<file path="config.mk">
export PLATFORM = sky130hd
export DESIGN_NAME = rgc_regs
export DESIGN_NICKNAME = d
export VERILOG_FILES = /design/src/rgc_pkg.sv /design/src/rgc_regs.sv /design/src/rgc_pin_select.sv
export SDC_FILE = /design/constraint.sdc
export NUM_CORES = 1
export LEC_CHECK = 0
export BUFFER_PORTS_ARGS = -buffer_cell sky130_fd_sc_hd__buf_2
export CORE_MARGIN = 2
export CORE_UTILIZATION = 30
export CTS_CLUSTER_DIAMETER = 30
export DETAILED_ROUTE_END_ITERATION = 6
export GPL_ROUTABILITY_DRIVEN = 1
export GPL_TIMING_DRIVEN = 0
export REMOVE_ABC_BUFFERS = 1
export SLEW_MARGIN = 30
export SYNTH_ARGS = -nofsm -noshare
export SYNTH_HDL_FRONTEND = slang
export SYNTH_SLANG_ARGS = --single-unit
</file>
<file path="constraint.sdc">
create_clock -name ref_clk_in -period 1.25 [get_ports ref_clk_in]
set_input_delay 0.375 -clock ref_clk_in [delete_from_list [all_inputs] [get_ports ref_clk_in]]
set_output_delay 0.375 -clock ref_clk_in [all_outputs]
set_load 0.05 [all_outputs]
</file>
<file path="src/rgc_pkg.sv">
// Package for the regulator control register bank
// Assumes 8-bit registers on a plain strobe port, one clock domain
package rgc_pkg;
    // ==========================================
    // Register offsets
    localparam logic [7:0] ADDR_IO_BUCK_CONTROL = 8'h24;
    localparam logic [7:0] ADDR_PERIPHERAL_BUCK_CONTROL = 8'h25;
    localparam logic [7:0] ADDR_LINEAR_REG_FIRST_CONTROL = 8'h26;
    // ==========================================
    // Reset values
    localparam logic [7:0] RST_IO_BUCK_CONTROL = 8'h00;
    localparam logic [7:0] RST_PERIPHERAL_BUCK_CONTROL = 8'h00;
    localparam logic [7:0] RST_LINEAR_REG_FIRST_CONTROL = 8'h00;
    // ==========================================
    // Field positions
    localparam int BIT_ENABLE = 0;
    localparam int FLD_EN_SEL_LO = 1;
    localparam int FLD_EN_SEL_HI = 2;
    localparam int BIT_BUCK_TARGET = 3;
    localparam int BIT_PULLDOWN_OFF = 3;
    localparam int BIT_SWITCH_CLOSE = 4;
    localparam int FLD_V_SEL_LO = 5;
    localparam int FLD_V_SEL_HI = 6;
    localparam int BIT_SW_TARGET = 7;
    localparam int BIT_LDO_TARGET = 7;
    // Writable masks: reserved bits read zero
    localparam logic [7:0] MASK_IO_BUCK = 8'h6f;
    localparam logic [7:0] MASK_PERIPHERAL_BUCK = 8'hff;
    localparam logic [7:0] MASK_LINEAR_REG_FIRST = 8'hef;
    // ==========================================
    // Pin select codes
    localparam logic [1:0] SEL_SEQUENCER = 2'h0;
    localparam logic [1:0] SEL_INPUT_ONE = 2'h1;
    localparam logic [1:0] SEL_INPUT_TWO = 2'h2;
    localparam logic [1:0] SEL_INPUT_THIRTEEN = 2'h3;
endpackage : rgc_pkg

</file>
<file path="src/rgc_regs.sv">
// Control register bank for the I/O buck, peripheral buck and first linear regulator
// Assumes a plain strobe register port and pins synchronous to ref_clk_in
//
// Our own choice: the strobed register port.
`timescale 1ns/1ps
// Function
// - Pin field: 00 sequencer, 01 input one, 10 input two, 11 input thirteen.
// - I/O buck enable pin: rising enables, falling disables.
// - I/O buck voltage pin: rising picks A, falling picks B.
// - I/O buck bit 3 sequencer target, bit 0 enable.
// - Peripheral buck voltage pin: rising picks A, falling picks B.
// - Peripheral buck enable pin: rising enables, falling disables.
// - Peripheral register bit 7 switch target, bit 4 closes switch.
// - Peripheral buck bit 3 sequencer target, bit 0 enable.
// - Linear regulator voltage pin: rising picks A, falling picks B.
// - Linear regulator enable pin: rising enables, falling disables.
// - Linear regulator bit 7 sequencer target, bit 0 enable.
// - Linear regulator bit 3: 0 pull-down on while disabled, 1 pull-down off.
module rgc_regs (
    // Clock and reset
    input wire logic ref_clk_in,
    input wire logic rst_b_in,
    // Register port
    input wire logic [7:0] reg_addr_in,
    input wire logic [7:0] reg_wdata_in,
    input wire logic reg_write_in,
    input wire logic reg_read_in,
    output logic [7:0] reg_rdata_out,
    // Sequencer and pins
    input wire logic seq_go_active_in,
    input wire logic seq_go_passive_in,
    input wire logic pin_one_in,
    input wire logic pin_two_in,
    input wire logic pin_thirteen_in,
    // Regulator controls
    output logic io_buck_enable_out,
    output logic io_buck_voltage_b_out,
    output logic peripheral_buck_enable_out,
    output logic peripheral_buck_voltage_b_out,
    output logic peripheral_switch_close_out,
    output logic linear_reg_first_enable_out,
    output logic linear_reg_first_voltage_b_out,
    output logic linear_reg_first_pulldown_on_out
);
    // ==========================================
    // Storage: index 0 io buck, 1 peripheral buck, 2 linear regulator
    localparam int NREG = 3;
    localparam logic [7:0] ADDRS [NREG] = '{rgc_pkg::ADDR_IO_BUCK_CONTROL,
        rgc_pkg::ADDR_PERIPHERAL_BUCK_CONTROL, rgc_pkg::ADDR_LINEAR_REG_FIRST_CONTROL};
    localparam logic [7:0] RSTS [NREG] = '{rgc_pkg::RST_IO_BUCK_CONTROL,
        rgc_pkg::RST_PERIPHERAL_BUCK_CONTROL, rgc_pkg::RST_LINEAR_REG_FIRST_CONTROL};
    localparam logic [7:0] MASKS [NREG] = '{rgc_pkg::MASK_IO_BUCK,
        rgc_pkg::MASK_PERIPHERAL_BUCK, rgc_pkg::MASK_LINEAR_REG_FIRST};
    // Enable target bit differs between bucks and the linear regulator
    localparam int TGT [NREG] = '{rgc_pkg::BIT_BUCK_TARGET, rgc_pkg::BIT_BUCK_TARGET,
        rgc_pkg::BIT_LDO_TARGET};

    logic [7:0] ctrl_r [NREG];
    logic [7:0] ctrl_nxt [NREG];
    logic [NREG-1:0] en_mode, en_rise, en_fall;
    logic [NREG-1:0] v_mode, v_rise, v_fall;
    logic [NREG-1:0] vsel_b_r;

    // ==========================================
    // Per-register logic
    for (genvar i = 0; i < NREG; i++) begin : g_reg
        rgc_pin_select u_en_sel (
            .ref_clk_in(ref_clk_in),
            .rst_b_in(rst_b_in),
            .sel_in(ctrl_r[i][rgc_pkg::FLD_EN_SEL_HI:rgc_pkg::FLD_EN_SEL_LO]),
            .pin_one_in(pin_one_in),
            .pin_two_in(pin_two_in),
            .pin_thirteen_in(pin_thirteen_in),
            .pin_mode_out(en_mode[i]),
            .rise_out(en_rise[i]),
            .fall_out(en_fall[i])
        );
        rgc_pin_select u_v_sel (
            .ref_clk_in(ref_clk_in),
            .rst_b_in(rst_b_in),
            .sel_in(ctrl_r[i][rgc_pkg::FLD_V_SEL_HI:rgc_pkg::FLD_V_SEL_LO]),
            .pin_one_in(pin_one_in),
            .pin_two_in(pin_two_in),
            .pin_thirteen_in(pin_thirteen_in),
            .pin_mode_out(v_mode[i]),
            .rise_out(v_rise[i]),
            .fall_out(v_fall[i])
        );

        // Write first, then hardware; hardware events win a same-cycle write
        always_comb begin
            ctrl_nxt[i] = ctrl_r[i];
            if (reg_write_in && reg_addr_in == ADDRS[i]) begin
                ctrl_nxt[i] = reg_wdata_in & MASKS[i];
            end
            if (!en_mode[i] && seq_go_active_in) begin
                ctrl_nxt[i][rgc_pkg::BIT_ENABLE] = ctrl_r[i][TGT[i]];
            end
            if (!en_mode[i] && seq_go_passive_in) begin
                ctrl_nxt[i][rgc_pkg::BIT_ENABLE] = 1'b0;
            end
            if (en_rise[i]) begin
                ctrl_nxt[i][rgc_pkg::BIT_ENABLE] = 1'b1;
            end
            if (en_fall[i]) begin
                ctrl_nxt[i][rgc_pkg::BIT_ENABLE] = 1'b0;
            end
        end

        always_ff @(posedge ref_clk_in or negedge rst_b_in) begin
            if (!rst_b_in) begin
                ctrl_r[i] <= RSTS[i];
            end else begin
                ctrl_r[i] <= ctrl_nxt[i];
            end
        end

        // Voltage slot: B after going passive, A after going active
        always_ff @(posedge ref_clk_in or negedge rst_b_in) begin
            if (!rst_b_in) begin
                vsel_b_r[i] <= 1'b0;
            end else if (v_rise[i]) begin
                vsel_b_r[i] <= 1'b0;
            end else if (v_fall[i]) begin
                vsel_b_r[i] <= 1'b1;
            end else if (!v_mode[i] && seq_go_active_in) begin
                vsel_b_r[i] <= 1'b0;
            end else if (!v_mode[i] && seq_go_passive_in) begin
                vsel_b_r[i] <= 1'b1;
            end
        end
    end

    // Switch close bit is software-only; its target bit is stored, not acted on

    // ==========================================
    // Read port: data one cycle after the strobe, unmapped reads zero
    always_ff @(posedge ref_clk_in or negedge rst_b_in) begin
        if (!rst_b_in) begin
            reg_rdata_out <= 8'h00;
        end else if (reg_read_in) begin
            if (reg_addr_in == ADDRS[0]) begin
                reg_rdata_out <= ctrl_r[0];
            end else if (reg_addr_in == ADDRS[1]) begin
                reg_rdata_out <= ctrl_r[1];
            end else if (reg_addr_in == ADDRS[2]) begin
                reg_rdata_out <= ctrl_r[2];
            end else begin
                reg_rdata_out <= 8'h00;
            end
        end else begin
            reg_rdata_out <= 8'h00;
        end
    end

    // ==========================================
    // Outputs, registered: they trail the register bits by one cycle
    always_ff @(posedge ref_clk_in or negedge rst_b_in) begin
        if (!rst_b_in) begin
            io_buck_enable_out <= 1'b0;
            io_buck_voltage_b_out <= 1'b0;
            peripheral_buck_enable_out <= 1'b0;
            peripheral_buck_voltage_b_out <= 1'b0;
            peripheral_switch_close_out <= 1'b0;
            linear_reg_first_enable_out <= 1'b0;
            linear_reg_first_voltage_b_out <= 1'b0;
            linear_reg_first_pulldown_on_out <= 1'b1;
        end else begin
            io_buck_enable_out <= ctrl_r[0][rgc_pkg::BIT_ENABLE];
            io_buck_voltage_b_out <= vsel_b_r[0];
            peripheral_buck_enable_out <= ctrl_r[1][rgc_pkg::BIT_ENABLE];
            peripheral_buck_voltage_b_out <= vsel_b_r[1];
            peripheral_switch_close_out <= ctrl_r[1][rgc_pkg::BIT_SWITCH_CLOSE];
            linear_reg_first_enable_out <= ctrl_r[2][rgc_pkg::BIT_ENABLE];
            linear_reg_first_voltage_b_out <= vsel_b_r[2];
            // Pull-down only matters while disabled
            linear_reg_first_pulldown_on_out <= !ctrl_r[2][rgc_pkg::BIT_ENABLE]
                && !ctrl_r[2][rgc_pkg::BIT_PULLDOWN_OFF];
        end
    end
endmodule : rgc_regs

</file>
<file path="src/rgc_pin_select.sv">
// Pin-control field decoder and edge detector for one function
// Assumes the three input pins are synchronous to the clock
`timescale 1ns/1ps
module rgc_pin_select (
    // Clock and reset
    input wire logic ref_clk_in,
    input wire logic rst_b_in,
    // Field and pins
    input wire logic [1:0] sel_in,
    input wire logic pin_one_in,
    input wire logic pin_two_in,
    input wire logic pin_thirteen_in,
    // Results
    output logic pin_mode_out,
    output logic rise_out,
    output logic fall_out
);
    logic level;
    logic level_r;

    // ==========================================
    // Decode
    always_comb begin
        unique case (sel_in)
            rgc_pkg::SEL_SEQUENCER: level = 1'b0;
            rgc_pkg::SEL_INPUT_ONE: level = pin_one_in;
            rgc_pkg::SEL_INPUT_TWO: level = pin_two_in;
            rgc_pkg::SEL_INPUT_THIRTEEN: level = pin_thirteen_in;
        endcase
    end

    assign pin_mode_out = (sel_in != rgc_pkg::SEL_SEQUENCER);

    // Previous level; a field change can look like an edge, accepted
    always_ff @(posedge ref_clk_in or negedge rst_b_in) begin
        if (!rst_b_in) begin
            level_r <= 1'b0;
        end else begin
            level_r <= level;
        end
    end

    assign rise_out = pin_mode_out && level && !level_r;
    assign fall_out = pin_mode_out && !level && level_r;
endmodule : rgc_pin_select

</file>
==> summary.md <==
| Metric | Value |
|---|---|
| CP Buf/Inv Count | `2` |
| Worst EP required | `1.44 ns` |
| Die Y | `88.40 um` |
| Setup ws final | `-0.5278 ns` |
| Largest net degree at the start of global routing | `47` |
| Post-synth EDFFs | `0` |
| TNS Setup | `-12.31 ns` |
| Grt ovf | `0` |
| RSZ-0062 raised after global routing | `true` |
| Vias in the first global route | `1534` |
| Drt drc | `0` |
| Worst r2r src | `ctrl_r[17]` |
| IO Count | `41` |
| Most frequent CP cell | `buf_6` |
| Crit end category | `flop` |
| Via density | `4.775` |
| Ant. Diodes | `0` |
| Via count | `1614` |
| Async SR Flop Fraction | `100.0%` |
| Routed len/inst | `14.80 um` |
| Max Cap Viol | `0` |
| Routed Antenna Nets | `0` |
| Hold Buf Count CTS | `0` |
| Pre-Repair DR Iteration Count | `4` |
| Yosys cell types | `38` |
| Tmin final | `1.778 ns` |
| Clock Path Buffers | `2` |
| Max-slew violation count | `0` |
| Crit Reg-Reg Endpoint | `ctrl_r[16]` |
| Synth warnings | `0` |
| CTS H-Tree Depth | `2` |
| Setup violators final | `31` |
| First-pass GRT wire length | `8121 um` |
| Placed Cells | `316` |
| Die width | `88.40 um` |
| Initial antenna violation count | `0` |
| Total track usage | `13.95%` |
| Mean area per synthesized cell | `11.43 sq um` |
| Post-synth top cells | `dfrtp_1, mux2_2, nor2_1, inv_1, nand2b_1` |
| Synth top area share | `52.69%` |
| Worst setup startpoint | `reg_addr_in[6]` |
| Max Clk Rate | `562.5 MHz` |
| Tot Pwr | `0.003129 W` |
| FF+latch area | `1155 sq um` |
| Placer Congestion | `0.7470` |
| HPWL after detailed placement | `3227 um` |
| CTS Sinks | `46` |
| Pleak | `1.339 nW` |
| Core region area | `6832 sq um` |
| Final core occ | `43.28%` |
| Share of layout cells above drive strength 1 | `48.35%` |
| Syn Std Cell Area | `2137 sq um` |
| Detailed Route Iter0 Violations | `54` |
| Largest stage delay, worst path | `0.55 ns` |
| Power per cell area | `1058 nW/um^2` |
| CTS tree | `done` |
| Arr. time, crit path | `1.97 ns` |
| Rows | `30` |
| Status | `finished with violations` |
| Cells on worst reg2reg path | `4` |
| Type of origin of the critical path | `input pin` |
| Clk_lat worst skew | `0.30 ns` |
| R2R setup slack | `-0.15 ns` |
| Worst VDD drop | `0.3321 mV` |
| Yosys reg bits | `46` |
| Register area share after synthesis | `53.92%` |
| Area leader, netlist | `dfrtp_1` |
| Clock Pin Slew Worst Setup and Hold Paths | `0.08 ns` |
| CP max FO | `4` |
| Most numerous cell in the Yosys netlist | `dfrtp_1` |
| Cells along the critical path | `buf_6 > or4b_4 > or4_4 > buf_6 > mux2_2` |
| Port bufs | `40` |
| Violated checks | `setup timing` |
| Root buffer cell | `clkbuf_8` |
| Slowest CP cell | `or4b_4` |
| Cell Count, Final, Fillers Out | `338` |
| Hold Path Class | `in2async` |
| Relative slew slack | `61.87%` |
| Fin crit share | `142.2%` |
| Main synth FF type | `dfrtp_1` |
| CP top delay family | `simple AND/OR/NAND/NOR gates` |
| Inserted Clock Buffers | `5` |
| Final wirelength | `5002 um` |
| Area occupied by multi-input gates | `1094 sq um` |
| Classification of the worst setup path | `in2reg` |
| Final-stage net count | `266` |
| Dominant cells by area after synthesis | `dfrtp_1, mux2_2, mux2i_1, nand2b_1, nor2_1` |
| Initial core utilization | `31.28%` |
| Fin Clk Skew | `0.001771 ns` |
| Number of fill cells in the layout | `651` |
| Final Hold Violating Endpoints | `0` |
| Synth-to-layout area growth | `38.35%` |
| Worst Max-Slew Pin Slew | `0.5720 ns` |
| Die area | `7815 sq um` |
| Mapped Cells | `187` |
==> per-layer routing <==
layer / vias to the layer above / part of all wire [%] / global-route usage, %
li1: 776 / - / -
met1: 790 / 49 / 19.80
met2: 42 / 45 / 21.12
met3: 6 / 4.2 / 3.265
met4: 0 / 1.6 / 4.545
met5: - / 0 / 0
==> state kept, by name (all words and copies together), names as in the netlist <==
name	cells
linear_reg_first_enable_out	1
reg_rdata_out	8
linear_reg_first_pulldown_on_out	1
vsel_b_r	3
io_buck_enable_out	1
g.u_v_sel.level_r	3
ctrl_r	21
io_buck_voltage_b_out	1
peripheral_buck_voltage_b_out	1
peripheral_buck_enable_out	1
linear_reg_first_voltage_b_out	1
peripheral_switch_close_out	1
g.u_en_sel.level_r	3
==> timing repair <==
item | in CTS | in global routing
gates cloned | 1 | 0
buffers inserted | 10 | 3
endpoints found under the hold margin | 0 | 0
pin swaps | 8 | 9
endpoints found under the setup margin | 47 | 42
resized for setup | 45 | 42
==> cell type report <==
cell class	instances	share of cell area, %
flip-flops and latches	46	39.06
multi-input cells	124	36.99
repair buffers	54	15.53
well taps	96	4.063
clock buffers	7	2.920
inverters	10	1.270
clock inverters	1	0.1693
==> per-stage QoR <==
stage | hold slack, ns | worst slack, ns | cell area (sq um)
floorplan | 0.07941 | -0.8351 | 2102
global placement | 0.3813 | -1.190 | 2422
detailed placement | 0.3888 | -1.215 | 2425
CTS | 0.09414 | -0.5524 | 2784
global route | 0.1267 | -0.5387 | 2957
finish | 0.07495 | -0.5278 | 2957
==> layout by cell type, fill, tap and decap left out, drive strengths merged, types with 2 or more instances in the layout <==
cell type,n
a2111oi,6
a21oi,6
a221oi,3
buf,54
clkbuf,7
dfrtp,45
inv,10
mux2,24
mux2i,7
nand2,9
nand2b,10
nand3b,3
nor2,15
nor2b,8
nor3,5
o21ai,6
o21bai,2
o31a,2
or3,4
==> power breakdown <==
group	total [W]	switching (W)	internal, W
logic	0.000527	0.000301	0.000226
registers	0.00167	0.0000833	0.00158
clock network	0.000936	0.000490	0.000447
total	0.00313	0.000874	0.00225
==> how the worst max path moves through the flow <==
stage          slack, ns          to  cells past startpoint
6_report           -0.53  ctrl_r[22]                      5
5_1_grt            -0.54  ctrl_r[21]                      5
4_1_cts            -0.55  ctrl_r[17]                      5
3_5_place_dp       -1.22   ctrl_r[0]                      5
3_3_place_gp       -1.19   ctrl_r[0]                      5
2_1_floorplan      -0.84   ctrl_r[0]                      4
==> cells by family after synthesis <==
family	Yosys count	synth area share, %
muxes	31	15.93
and+or+nand+nor	61	16.04
AOI/OAI and AO/OA	32	10.71
buffers and inverters	17	3.396
DFF	46	53.92
No activity file was read; power rests on OpenSTA's default activity.
